$ cat config.mk
export PLATFORM = sky130hd
export DESIGN_NAME = jtag_instruction_decode
export DESIGN_NICKNAME = d
export VERILOG_FILES = /design/src/jtag_decode_pkg.sv /design/src/jtag_instruction_decode.sv /design/src/pin_sync.sv
export VERILOG_INCLUDE_DIRS = /design/src
export SDC_FILE = /design/constraint.sdc
export NUM_CORES = 1
export LEC_CHECK = 0
export ABC_AREA = 1
export BUFFER_PORTS_ARGS = -buffer_cell sky130_fd_sc_hd__buf_2
export CAP_MARGIN = 25
export CORE_AREA = 2 2 200 153
export CTS_BUF_LIST = sky130_fd_sc_hd__clkbuf_8
export DETAILED_ROUTE_END_ITERATION = 16
export DIE_AREA = 0 0 202 155
export PLACE_DENSITY = 0.76
export SLEW_MARGIN = 20
export SYNTH_ARGS = -nofsm -noshare
export SYNTH_HDL_FRONTEND = slang
export SYNTH_SLANG_ARGS = --single-unit
$ cat constraint.sdc
create_clock -name mclk -period 4.4 [get_ports mclk]
set_input_delay 0.66 -clock mclk [delete_from_list [all_inputs] [get_ports mclk]]
set_output_delay 0.66 -clock mclk [all_outputs]
set_load 0.005 [all_outputs]
$ cat src/jtag_decode_defs.svh
`ifndef JTAG_DECODE_DEFS_SVH
`define JTAG_DECODE_DEFS_SVH

// ==========================================================
// instruction register layout
`define IR_W            16
`define IR_RESET        16'h0000
`define IR_CAPTURE      16'h0001
// ==========================================================
// instruction codes
`define IR_EXTEST       16'h0000
`define IR_SAMPLE       16'h0002
`define IR_IDCODE       16'h0004
`define IR_FLASH_CTRL   16'h0082
`define IR_FLASH_DATA   16'h0083
`define IR_FLASH_ADDR   16'h0084
`define IR_FLASH_SCALE  16'h0085
`define IR_BYPASS       16'hFFFF
// ==========================================================
// data register lengths and bit positions
`define BYPASS_LEN      1
`define IDCODE_LEN      32
`define BSR_LEN_LARGE   126
`define BSR_LEN_SMALL   118
`define SHIFT_IN_BIT    0
`define BYPASS_CAPTURE  1'b0
`define FLASH_CTRL_W    8
`define FLASH_DATA_W    8
`define FLASH_ADDR_W    16
`define FLASH_SCALE_W   8
// ==========================================================
// synchroniser depth
`define SYNC_STAGES     3

`endif

$ cat src/jtag_decode_pkg.sv
package jtag_decode_pkg;

  // ========================================================
  // test access port controller states
  typedef enum logic [3:0] {
    tap_reset,
    tap_idle,
    tap_sel_dr,
    tap_cap_dr,
    tap_shift_dr,
    tap_exit1_dr,
    tap_pause_dr,
    tap_exit2_dr,
    tap_upd_dr,
    tap_sel_ir,
    tap_cap_ir,
    tap_shift_ir,
    tap_exit1_ir,
    tap_pause_ir,
    tap_exit2_ir,
    tap_upd_ir
  } tap_state_e;

endpackage : jtag_decode_pkg

$ cat src/jtag_instruction_decode.sv
`timescale 1ns/1ns
`include "jtag_decode_defs.svh"

// How it works
// - four dedicated pins: clock, mode, data in/out
// - sixteen-bit instruction register resets to external-test
// - decode sample, identification and bypass codes
// - code zero routes boundary chain to output
// - address register supplies every flash access address
// - scale register drives timer and read-always
// - three scan and four flash data registers
// - shifting follows the standard TAP state machine
// - external-test updates pins; sample only captures
// - boundary chain 126 or 118 bits long
module jtag_instruction_decode #(
  parameter int          BSR_LEN = `BSR_LEN_LARGE,  // 118 on small package
  parameter logic [31:0] IDCODE  = 32'h1234_5001    // arbitrary value
) (
  input  wire logic                      mclk,
  input  wire logic                      rst_n,
  input  wire logic                      ce,
  input  wire logic                      tck,
  input  wire logic                      tms,
  input  wire logic                      tdi,
  output logic                           tdo,
  output logic                           tdo_oe,
  input  wire logic [BSR_LEN-1:0]        bsr_capture,
  output logic      [BSR_LEN-1:0]        bsr_update,
  output logic                           bsr_drive,
  output logic      [`IR_W-1:0]          instr,
  input  wire logic [`FLASH_DATA_W-1:0]  flash_rdata,
  output logic      [`FLASH_CTRL_W-1:0]  flash_ctrl_reg,
  output logic      [`FLASH_DATA_W-1:0]  flash_data_reg,
  output logic                           flash_data_wr,
  output logic      [`FLASH_ADDR_W-1:0]  flash_addr_reg,
  output logic      [`FLASH_SCALE_W-1:0] flash_timing_scale_reg
);

  // ========================================================
  // pin sampling
  logic       tck_s;     // accepted test clock level
  logic       tms_s;     // accepted mode level
  logic       tdi_s;     // accepted data level

  // test pins cross from the tester clock domain
  pin_sync #(.W(3)) u_sync (
    .mclk  (mclk),
    .rst_n (rst_n),
    .ce    (ce),
    .pin   ({tdi, tms, tck}),
    .level ({tdi_s, tms_s, tck_s})
  );

  // ========================================================
  // state
  jtag_decode_pkg::tap_state_e st_q, st_d;  // tap controller
  logic               tck_prev_q, tck_prev_d;  // last tck level
  logic [`IR_W-1:0]   ir_sh_q, ir_sh_d;        // instruction shifter
  logic [`IR_W-1:0]   ir_q, ir_d;              // active instruction
  logic [BSR_LEN-1:0] dr_sh_q, dr_sh_d;        // shared data shifter
  logic [BSR_LEN-1:0] bsr_q, bsr_d;            // boundary update latch
  logic               drive_q, drive_d;        // boundary drives pins
  logic [`FLASH_CTRL_W-1:0]  fctl_q, fctl_d;   // flash control
  logic [`FLASH_DATA_W-1:0]  fdat_q, fdat_d;   // flash data
  logic                      fwr_q, fwr_d;     // flash data written
  logic [`FLASH_ADDR_W-1:0]  fadr_q, fadr_d;   // flash address
  logic [`FLASH_SCALE_W-1:0] fscl_q, fscl_d;   // flash scale
  logic               tdo_q, tdo_d;            // output data
  logic               oe_q, oe_d;              // output enable
  logic               tck_rise;                // rising test clock
  logic               tck_fall;                // falling test clock
  int                 dr_len;                  // selected chain length

  assign tck_rise = tck_s & ~tck_prev_q;
  assign tck_fall = ~tck_s & tck_prev_q;

  // ========================================================
  // data register selection by instruction
  always_comb begin
    case (ir_q)
      `IR_EXTEST, `IR_SAMPLE: dr_len = BSR_LEN;
      `IR_IDCODE:             dr_len = `IDCODE_LEN;
      `IR_FLASH_CTRL:         dr_len = `FLASH_CTRL_W;
      `IR_FLASH_DATA:         dr_len = `FLASH_DATA_W;
      `IR_FLASH_ADDR:         dr_len = `FLASH_ADDR_W;
      `IR_FLASH_SCALE:        dr_len = `FLASH_SCALE_W;
      default:                dr_len = `BYPASS_LEN;
    endcase
  end

  // ========================================================
  // next values of controller, shifters and registers
  always_comb begin
    st_d       = st_q;
    tck_prev_d = tck_s;
    ir_sh_d    = ir_sh_q;
    ir_d       = ir_q;
    dr_sh_d    = dr_sh_q;
    bsr_d      = bsr_q;
    drive_d    = (ir_q == `IR_EXTEST);
    fctl_d     = fctl_q;
    fdat_d     = fdat_q;
    fwr_d      = 1'b0;
    fadr_d     = fadr_q;
    fscl_d     = fscl_q;
    tdo_d      = tdo_q;
    oe_d       = oe_q;
    if (tck_rise) begin
      // standard controller transitions on the mode pin
      case (st_q)
        jtag_decode_pkg::tap_reset:    st_d = tms_s ? jtag_decode_pkg::tap_reset
                                                    : jtag_decode_pkg::tap_idle;
        jtag_decode_pkg::tap_idle:     st_d = tms_s ? jtag_decode_pkg::tap_sel_dr
                                                    : jtag_decode_pkg::tap_idle;
        jtag_decode_pkg::tap_sel_dr:   st_d = tms_s ? jtag_decode_pkg::tap_sel_ir
                                                    : jtag_decode_pkg::tap_cap_dr;
        jtag_decode_pkg::tap_cap_dr:   st_d = tms_s ? jtag_decode_pkg::tap_exit1_dr
                                                    : jtag_decode_pkg::tap_shift_dr;
        jtag_decode_pkg::tap_shift_dr: st_d = tms_s ? jtag_decode_pkg::tap_exit1_dr
                                                    : jtag_decode_pkg::tap_shift_dr;
        jtag_decode_pkg::tap_exit1_dr: st_d = tms_s ? jtag_decode_pkg::tap_upd_dr
                                                    : jtag_decode_pkg::tap_pause_dr;
        jtag_decode_pkg::tap_pause_dr: st_d = tms_s ? jtag_decode_pkg::tap_exit2_dr
                                                    : jtag_decode_pkg::tap_pause_dr;
        jtag_decode_pkg::tap_exit2_dr: st_d = tms_s ? jtag_decode_pkg::tap_upd_dr
                                                    : jtag_decode_pkg::tap_shift_dr;
        jtag_decode_pkg::tap_upd_dr:   st_d = tms_s ? jtag_decode_pkg::tap_sel_dr
                                                    : jtag_decode_pkg::tap_idle;
        jtag_decode_pkg::tap_sel_ir:   st_d = tms_s ? jtag_decode_pkg::tap_reset
                                                    : jtag_decode_pkg::tap_cap_ir;
        jtag_decode_pkg::tap_cap_ir:   st_d = tms_s ? jtag_decode_pkg::tap_exit1_ir
                                                    : jtag_decode_pkg::tap_shift_ir;
        jtag_decode_pkg::tap_shift_ir: st_d = tms_s ? jtag_decode_pkg::tap_exit1_ir
                                                    : jtag_decode_pkg::tap_shift_ir;
        jtag_decode_pkg::tap_exit1_ir: st_d = tms_s ? jtag_decode_pkg::tap_upd_ir
                                                    : jtag_decode_pkg::tap_pause_ir;
        jtag_decode_pkg::tap_pause_ir: st_d = tms_s ? jtag_decode_pkg::tap_exit2_ir
                                                    : jtag_decode_pkg::tap_pause_ir;
        jtag_decode_pkg::tap_exit2_ir: st_d = tms_s ? jtag_decode_pkg::tap_upd_ir
                                                    : jtag_decode_pkg::tap_shift_ir;
        jtag_decode_pkg::tap_upd_ir:   st_d = tms_s ? jtag_decode_pkg::tap_sel_dr
                                                    : jtag_decode_pkg::tap_idle;
        default:                       st_d = jtag_decode_pkg::tap_reset;
      endcase
      // actions of the state being left
      case (st_q)
        jtag_decode_pkg::tap_reset: begin
          ir_d = `IR_RESET;
        end
        jtag_decode_pkg::tap_cap_ir: begin
          ir_sh_d = `IR_CAPTURE;
        end
        jtag_decode_pkg::tap_shift_ir: begin
          ir_sh_d = {tdi_s, ir_sh_q[`IR_W-1:1]};
        end
        jtag_decode_pkg::tap_upd_ir: begin
          ir_d = ir_sh_q;
        end
        jtag_decode_pkg::tap_cap_dr: begin
          dr_sh_d = '0;
          case (ir_q)
            `IR_EXTEST, `IR_SAMPLE: dr_sh_d = bsr_capture;
            `IR_IDCODE:     dr_sh_d[`IDCODE_LEN-1:0] = IDCODE;
            `IR_FLASH_CTRL: dr_sh_d[`FLASH_CTRL_W-1:0] = fctl_q;
            `IR_FLASH_DATA: dr_sh_d[`FLASH_DATA_W-1:0] = flash_rdata;
            `IR_FLASH_ADDR: dr_sh_d[`FLASH_ADDR_W-1:0] = fadr_q;
            `IR_FLASH_SCALE: dr_sh_d[`FLASH_SCALE_W-1:0] = fscl_q;
            default:        dr_sh_d[`SHIFT_IN_BIT] = `BYPASS_CAPTURE;
          endcase
        end
        jtag_decode_pkg::tap_shift_dr: begin
          // shift toward bit zero, enter at the chain's top bit
          dr_sh_d = dr_sh_q >> 1;
          dr_sh_d[dr_len-1] = tdi_s;
        end
        jtag_decode_pkg::tap_upd_dr: begin
          case (ir_q)
            `IR_EXTEST:     bsr_d = dr_sh_q;
            `IR_FLASH_CTRL: fctl_d = dr_sh_q[`FLASH_CTRL_W-1:0];
            `IR_FLASH_DATA: begin
              fdat_d = dr_sh_q[`FLASH_DATA_W-1:0];
              fwr_d  = 1'b1;
            end
            `IR_FLASH_ADDR: fadr_d = dr_sh_q[`FLASH_ADDR_W-1:0];
            `IR_FLASH_SCALE: fscl_d = dr_sh_q[`FLASH_SCALE_W-1:0];
            default:        bsr_d = bsr_q;  // sample and others: no update
          endcase
        end
        default: ;  // other states hold
      endcase
    end
    // output changes on the falling test clock
    if (tck_fall) begin
      oe_d  = (st_q == jtag_decode_pkg::tap_shift_ir) ||
              (st_q == jtag_decode_pkg::tap_shift_dr);
      tdo_d = (st_q == jtag_decode_pkg::tap_shift_ir) ? ir_sh_q[`SHIFT_IN_BIT]
                                                      : dr_sh_q[`SHIFT_IN_BIT];
    end
  end

  // ========================================================
  // register all state
  always_ff @(posedge mclk) begin
    if (!rst_n) begin
      st_q       <= jtag_decode_pkg::tap_reset;
      tck_prev_q <= 1'b0;
      ir_sh_q    <= `IR_RESET;
      ir_q       <= `IR_RESET;
      dr_sh_q    <= '0;
      bsr_q      <= '0;
      drive_q    <= 1'b0;
      fctl_q     <= '0;
      fdat_q     <= '0;
      fwr_q      <= 1'b0;
      fadr_q     <= '0;
      fscl_q     <= '0;
      tdo_q      <= 1'b0;
      oe_q       <= 1'b0;
    end else if (ce) begin
      st_q       <= st_d;
      tck_prev_q <= tck_prev_d;
      ir_sh_q    <= ir_sh_d;
      ir_q       <= ir_d;
      dr_sh_q    <= dr_sh_d;
      bsr_q      <= bsr_d;
      drive_q    <= drive_d;
      fctl_q     <= fctl_d;
      fdat_q     <= fdat_d;
      fwr_q      <= fwr_d;
      fadr_q     <= fadr_d;
      fscl_q     <= fscl_d;
      tdo_q      <= tdo_d;
      oe_q       <= oe_d;
    end
  end

  // ========================================================
  // outputs
  assign tdo                    = tdo_q;
  assign tdo_oe                 = oe_q;
  assign bsr_update             = bsr_q;
  assign bsr_drive              = drive_q;
  assign instr                  = ir_q;
  assign flash_ctrl_reg         = fctl_q;
  assign flash_data_reg         = fdat_q;
  assign flash_data_wr          = fwr_q;
  assign flash_addr_reg         = fadr_q;
  assign flash_timing_scale_reg = fscl_q;
endmodule : jtag_instruction_decode

$ cat src/pin_sync.sv
`timescale 1ns/1ns
`include "jtag_decode_defs.svh"

// three-stage pin synchroniser; a level is accepted once the
// second and third stages agree
module pin_sync #(
  parameter int W = 3
) (
  input  wire logic         mclk,
  input  wire logic         rst_n,
  input  wire logic         ce,
  input  wire logic [W-1:0] pin,
  output logic      [W-1:0] level
);

  // ========================================================
  // per-bit chain
  genvar gi;
  generate
    for (gi = 0; gi < W; gi++) begin : g_bit
      logic [`SYNC_STAGES-1:0] st_q;  // stage flops
      logic [`SYNC_STAGES-1:0] st_d;  // next stage values
      logic                    lv_q;  // accepted level
      logic                    lv_d;  // next accepted level

      // shift chain, accept when stages two and three agree
      always_comb begin
        st_d = {st_q[`SYNC_STAGES-2:0], pin[gi]};
        lv_d = (st_q[1] == st_q[2]) ? st_q[2] : lv_q;
      end

      // register stages
      always_ff @(posedge mclk) begin
        if (!rst_n) begin
          st_q <= '0;
          lv_q <= 1'b0;
        end else if (ce) begin
          st_q <= st_d;
          lv_q <= lv_d;
        end
      end

      assign level[gi] = lv_q;
    end
  endgenerate

endmodule : pin_sync
==> results of run 1 <==
critical path, stage by stage, from the launching register on:
cell and delay (ns):
dfxtp_1 0.63, nand2_1 0.24, o21ai_2 0.34, nand2_8 0.33, clkinv_2 0.51, buf_12 0.28
o21ai_0 0.12, a21oi_1 0.21, a211oi_1 0.09
layout make-up:
type / instances / share of cell area [%]
multi-input cells: 1102 / 33.6
repair buffers: 338 / 10.3
clock inverters: 32 / 0.974
diodes: 3 / 0.0439
clock buffers: 63 / 5.07
inverters: 301 / 6.66
well taps: 399 / 2.92
flip-flops and latches: 345 / 40.4
final timing paths:
| path | startpoint | end | slack [ns] |
|---|---|---|---|
| setup / recovery | st_q[0] | dr_sh_q[77] | 1.40 |
| hold / removal | tdi | u_sync.g_bit[2].st_q[0] | 0.31 |
| setup reg to reg | st_q[0] | dr_sh_q[77] | 1.40 |
| hold reg to reg | bsr_update[43] | bsr_update[43] | 0.44 |
per-layer routing:
layer	part of all wire, %	up-vias	GRT usage (%)	wire length, um
met5	0	-	0	0
met4	2.6	0	8.47	1080
met3	8.4	82	5.53	3540
met2	45	582	40.9	18800
met1	44	6394	35.1	18700
li1	-	6768	-	-
kinds of logic (layout without fill, tap and decap cells):
group,after synthesis,after routing,share of synthesized area (%)
AND/OR/NAND/NOR,307,307,8.86
flip-flops,345,345,47.8
buffers and inverters,435,734,12.5
AO/OA/AOI/OAI,795,795,30.8
other,0,3,0
layout by cell type (no fill, tap or decap), drive strengths merged, types with 2 or more instances in the layout:
cell type and instances:
a21oi 381, clkinv 9, inv 323, o211ai 7
o21ai 318, buf 338, nand3 31, nand4 2
a221oi 8, clkbuf 63, nor2 81, nor3 7
diode 3, a211oi 76, nand2 186, a31oi 2
dfxtp 345
power by group through the flow:
stage               combinational, mW  sequential, mW  clock, mW
global placement                0.204            3.20          0
floorplan                       0.104            3.20          0
detailed placement              0.204            3.20          0
finish                          0.205            3.14       2.62
CTS                             0.205            3.13       2.67
global route                    0.226            3.13       2.81
stage by stage:
stage / instance area (um2) / std cells / total power, mW
after detailed placement: 16000 / 2484 / 3.41
after CTS: 17100 / 2579 / 6.01
after global routing: 17100 / 2582 / 6.16
final: 17100 / 2583 / 5.96
after global placement: 16000 / 2484 / 3.41
after floorplan: 14400 / 1882 / 3.31
==> qor.txt, run 1 <==
Status: complete, no violations
Sequential share of the synthesized area: 47.8%
Unrepaired setup endpoints after global routing: no
Synth Register Bits: 345
NetSw: 1.39 mW
Share of post-route cells with drive strength above 1: 22.1%
Ports: 326
Hold path depth: 3
Cell taking the most area after synthesis: dfxtp_1
CTS Hold Bufs: 0
Clock share of power: 44.0%
Top-count cell post-synth: a21oi_1
Final ANT Viol Nets: 0
Slew HR: 34.1%
Fin crit period: 3.00 ns
Fmax: 334 MHz
Syn avg cell area: 7.68 um2
Pleak: 7.24 nW
Clk buf depth: 3
HP Class: input port to register
Final Setup Violations: 0
Hold Violations, Final: 0
DRC: 0
Worst Reg2Reg Path Length in Cells: 8
Reg power frac: 52.6%
Gp weighted congestion: 0.905
Post-route setup TNS: 0 ns
Mapped Nets: 2022
Die ar.: 31300 um2
Pre-CTS setup slack: 1.36 ns
Initial Util: 48.9%
H-tree levels: 2
Mapped cell area: 14400 um2
Root Buffer: clkbuf_8
Num CTS Buffers: 53
Final WS setup: 1.40 ns
Num rows: 55
Max Cap Violations: 0
Final net count: 2281
Synth warn: 0
Final Core Density: 57.9%
Area growth syn-to-layout: 18.3%
DR WL/cell: 16.3 um
Flip-flop and latch area: 6910 um2
Slew Limit Fails: 0
Overall routing resource usage: 25.8%
Number of distinct library cells after synthesis: 33
Slew @ Worst Pin: 0.988 ns
Post-Route WL: 42100 um
Gr ovfl total: 0
VDD IR max: 0.000213 V
Antenna violations before repair: 2
Comb pwr share: 3.4%
Area of the multi-input gates: 5750 um2
EDFF count, synth: 0
Crit. End Element: register
Startpoint Class: register
Synth cell count leaders: a21oi_1 (381), dfxtp_1 (345), inv_1 (289)
Core area: 29500 um2
Vias in the first global route: 12700
First-pass GRT wire length: 66000 um
Top FF cell, synth: dfxtp_1
Hold Worst Slack: 0.306 ns
Clk_lat worst skew: 0.61 ns
Vias per cell: 5.35
Worst-path clk slew: 0.06 ns
WP data arrival: 3.44 ns
Post-synth ARST share: 0%
Share of the synthesized area in the top cell type: 47.8%
Pre-antenna DRT Iters: 5
Die W: 202 um
DP Wirelength: 27300 um
Fillcell total: 2763
Largest net degree at the start of global routing: 229
Internal power: 4.57 mW
Crit-path max FO: 78
Post-CTS Resized: 0
WP data required: 4.84 ns
Clk_skew: 0.0328 ns
Syn Inst Count: 1882
Setup bufs post-CTS: 0
CTS tree: built
Number of port buffers: 325
Top cells by area, synth: dfxtp_1 (48%), a21oi_1 (13%), o21ai_0 (9.0%)
CTS sink cnt: 345
DR vias: 13800
Die Ht: 155 um
Critical path type: register to register
1st-iter DRT viols: 1032
Final period utilization: 68.1%
Switching share of power: 23.3%
Power per cell area: 349 nW/um2
No activity file was read; power rests on OpenSTA's default activity.
==> run 2: changes to the inputs <==
- ABC_AREA: 1 -> 0
- CORE_AREA: 2 2 200 153 -> 2 2 198 152
- DIE_AREA: 0 0 202 155 -> 0 0 200 154
- clock period: 4.4 -> 3 ns (I/O delays scaled with it)
==> run 2 against run 1 <==
  * Die area decreased by 1.6%
  * Maximum frequency increased by 13%
  * Critical path depth decreased by 1
  * Clock power increased by 53%
  * Largest power group unchanged
==> qor.txt, run 2 <==
Max Cap Violations: 0 (unchanged)
Post-route setup TNS: 0 ns (unchanged)
Crit-path max FO: 126 (+62%)
Synth Register Bits: 345 (unchanged)
Gp weighted congestion: 0.839 (-7.3%)
Clk_skew: 0.0390 ns (+0.00627 ns)
1st-iter DRT viols: 936 (-9.3%)
Mapped Nets: 1782 (-12%)
Die ar.: 30800 um2 (-1.6%)
Slew HR: 55.2% (+21 points)
Critical path type: register to register
Pleak: 6.97 nW (-3.7%)
Cell taking the most area after synthesis: dfxtp_1
Number of distinct library cells after synthesis: 57 (+73%)
Internal power: 6.87 mW (+50%)
# placed instances: 2245 (-9.6%)
CP peak stage delay: 0.71 ns (+0.08 ns)
DR vias: 13200 (-4.3%)
Clk_lat worst skew: 0.60 ns (about the same)
Core area: 28700 um2 (-2.7%)
Clk buf depth: 3 (unchanged)
CTS tree: built
Synth cell count leaders: dfxtp_1 (345), nand2_1 (328), o21ai_0 (131)
Switching share of power: 22.3% (-0.99 points)
First-pass GRT wire length: 66200 um (+0.33%)
Num rows: 54 (-1.8%)
DR WL/cell: 18.1 um (+11%)
Die Ht: 154 um (-0.65%)
CTS Hold Bufs: 0 (unchanged)
Final net count: 2049 (-10%)
Num CTS Buffers: 54 (+1.9%)
Slowest CP cell: or4_1
Post-synth ARST share: 0% (unchanged)
Post-Route WL: 42400 um (+0.73%)
Syn avg cell area: 8.67 um2 (+13%)
Slew Limit Fails: 0 (unchanged)
Final period utilization: 88.6% (+20 points)
Slew @ Worst Pin: 0.672 ns (-0.317 ns)
Top-count cell post-synth: dfxtp_1
Ports: 326 (unchanged)
Commonest non-fill, non-tap cell in the layout: dfxtp_1
Top cells by area, synth: dfxtp_1 (49%), nand2_1 (8.6%), a221oi_1 (6.5%)
Fin crit period: 2.66 ns (-0.341 ns)
Largest net degree at the start of global routing: 144 (-37%)
Top FF cell, synth: dfxtp_1
Antenna violations before repair: 6 (+4)
Sequential share of the synthesized area: 48.5% (+0.71 points)
Mapped cell area: 14200 um2 (-1.5%)
Fmax: 376 MHz (+13%)
Status: complete, no violations
EDFF count, synth: 0 (unchanged)
Post-route insts no fill: 2347 (-9.1%)
Share of the synthesized area in the top cell type: 48.5% (+0.71 points)
Synth warn: 0 (unchanged)
Comb pwr share: 2.8% (-0.6 points)
Pwr Total: 8.85 mW (+48%)
Area growth syn-to-layout: 21.5%
DRC: 0 (unchanged)
Fillcell total: 2527 (-8.5%)
Final Setup Violations: 0 (unchanged)
NetSw: 1.98 mW (+42%)
Gr ovfl total: 0 (unchanged)
HP Class: input port to register
Buf/Inv on CP: 2 (unchanged)
CP top delay family: simple AND/OR/NAND/NOR gates
Overall routing resource usage: 26.6% (+0.85 points)
Worst-path clk slew: 0.06 ns (about the same)
CTS sink cnt: 345 (unchanged)
H-tree levels: 2 (unchanged)
Critical-path cell list: or4_1 -> nor4_4 -> buf_4 -> nand4bb_4 -> buf_12 -> nand2_1 -> a21boi_1
Post-CTS Resized: 0 (unchanged)
Unrepaired setup endpoints after global routing: no
Share of post-route cells with drive strength above 1: 24.1% (+1.9 points)
Vias per cell: 5.64 (+5.4%)
DP Wirelength: 27400 um (+0.63%)
Clock share of power: 45.3% (+1.3 points)
Die W: 200 um (-0.99%)
WP data arrival: 3.12 ns (-0.32 ns)
Root Buffer: clkbuf_8
Crit. End Element: register
Hold Worst Slack: 0.128 ns (-0.178 ns)
Hold Violations, Final: 0 (unchanged)
WP data required: 3.46 ns (-1.38 ns)
Most frequent cells in the layout: dfxtp_1 (345), nand2_1 (328), buf_2 (324)
Flip-flop and latch area: 6910 um2 (unchanged)
Syn Inst Count: 1642 (-13%)
Initial Util: 49.6% (+0.64 points)
Pre-antenna DRT Iters: 6 (+1)
Power per cell area: 511 nW/um2 (+47%)
Vias in the first global route: 12400 (-2.6%)
Setup bufs post-CTS: 0 (unchanged)
VDD IR max: 0.000412 V (+94%)
Startpoint Class: register
Number of port buffers: 325 (unchanged)
Final ANT Viol Nets: 0 (unchanged)
Area of the multi-input gates: 6680 um2 (+16%)
Reg power frac: 51.9% (-0.7 points)
-- run 2: power by group through the flow --
stage | Sequential [mW] | Combinational (mW) | Clock [mW]
3_5_place_dp | 4.69 | 0.243 | 0
4_1_cts | 4.59 | 0.244 | 4.09
3_3_place_gp | 4.69 | 0.244 | 0
6_report | 4.59 | 0.247 | 4.01
5_1_grt | 4.59 | 0.262 | 4.29
2_1_floorplan | 4.69 | 0.112 | 0
-- run 2: path summary, 6_finish.rpt --
| path | from | endpoint | slack (ns) | depth (start not counted) |
|---|---|---|---|---|
| worst min register to register | bsr_update[84] | bsr_update[84] | 0.45 | 2 |
| worst min-delay path | bsr_capture[30] | dr_sh_q[30] | 0.13 | 3 |
| worst max register to register | instr[15] | bsr_update[98] | 0.34 | 7 |
| worst max-delay path | instr[15] | bsr_update[98] | 0.34 | 7 |
-- run 2: routing by layer --
layer / vias to the layer above / global-route usage (%) / share of wire [%]
met5: - / 0 / 0
met3: 73 / 5.72 / 8.7
li1: 6328 / - / -
met4: 0 / 11.2 / 2.8
met1: 6263 / 37.2 / 45
met2: 574 / 39.6 / 44
-- run 2: final cells by class --
cell class,count,area share (%)
Antenna cell,7,0.101
Clock buffer,73,5.81
Clock inverter,22,0.550
Inverter,4,0.0868
Multi-Input combinational cell,1136,38.6
Sequential cell,345,39.9
Tap cell,392,2.84
Timing Repair Buffer,368,12.1
-- run 2: logic make-up after synthesis --
group           synth area share [%]
simple gates                    19.0
compound gates                  25.1
flops                           48.5
buf+inv                         5.00
mux                             2.42
-- run 2: worst min-delay path: cells and delay by family --
kind / cells / cell delay [ns]
simple gates: 1 / 0.09
buf+inv: 1 / 0.07
compound gates: 1 / 0.06
-- run 2: metrics by stage --
step	cell area [um2]	utilization [%]	setup slack, ns
after detailed placement	16200	56.4	0.482
after global placement	16200	56.4	0.532
after CTS	17300	60.2	0.465
after global routing	17300	60.2	0.284
after floorplan	14200	-	0.757
final	17300	60.2	0.343
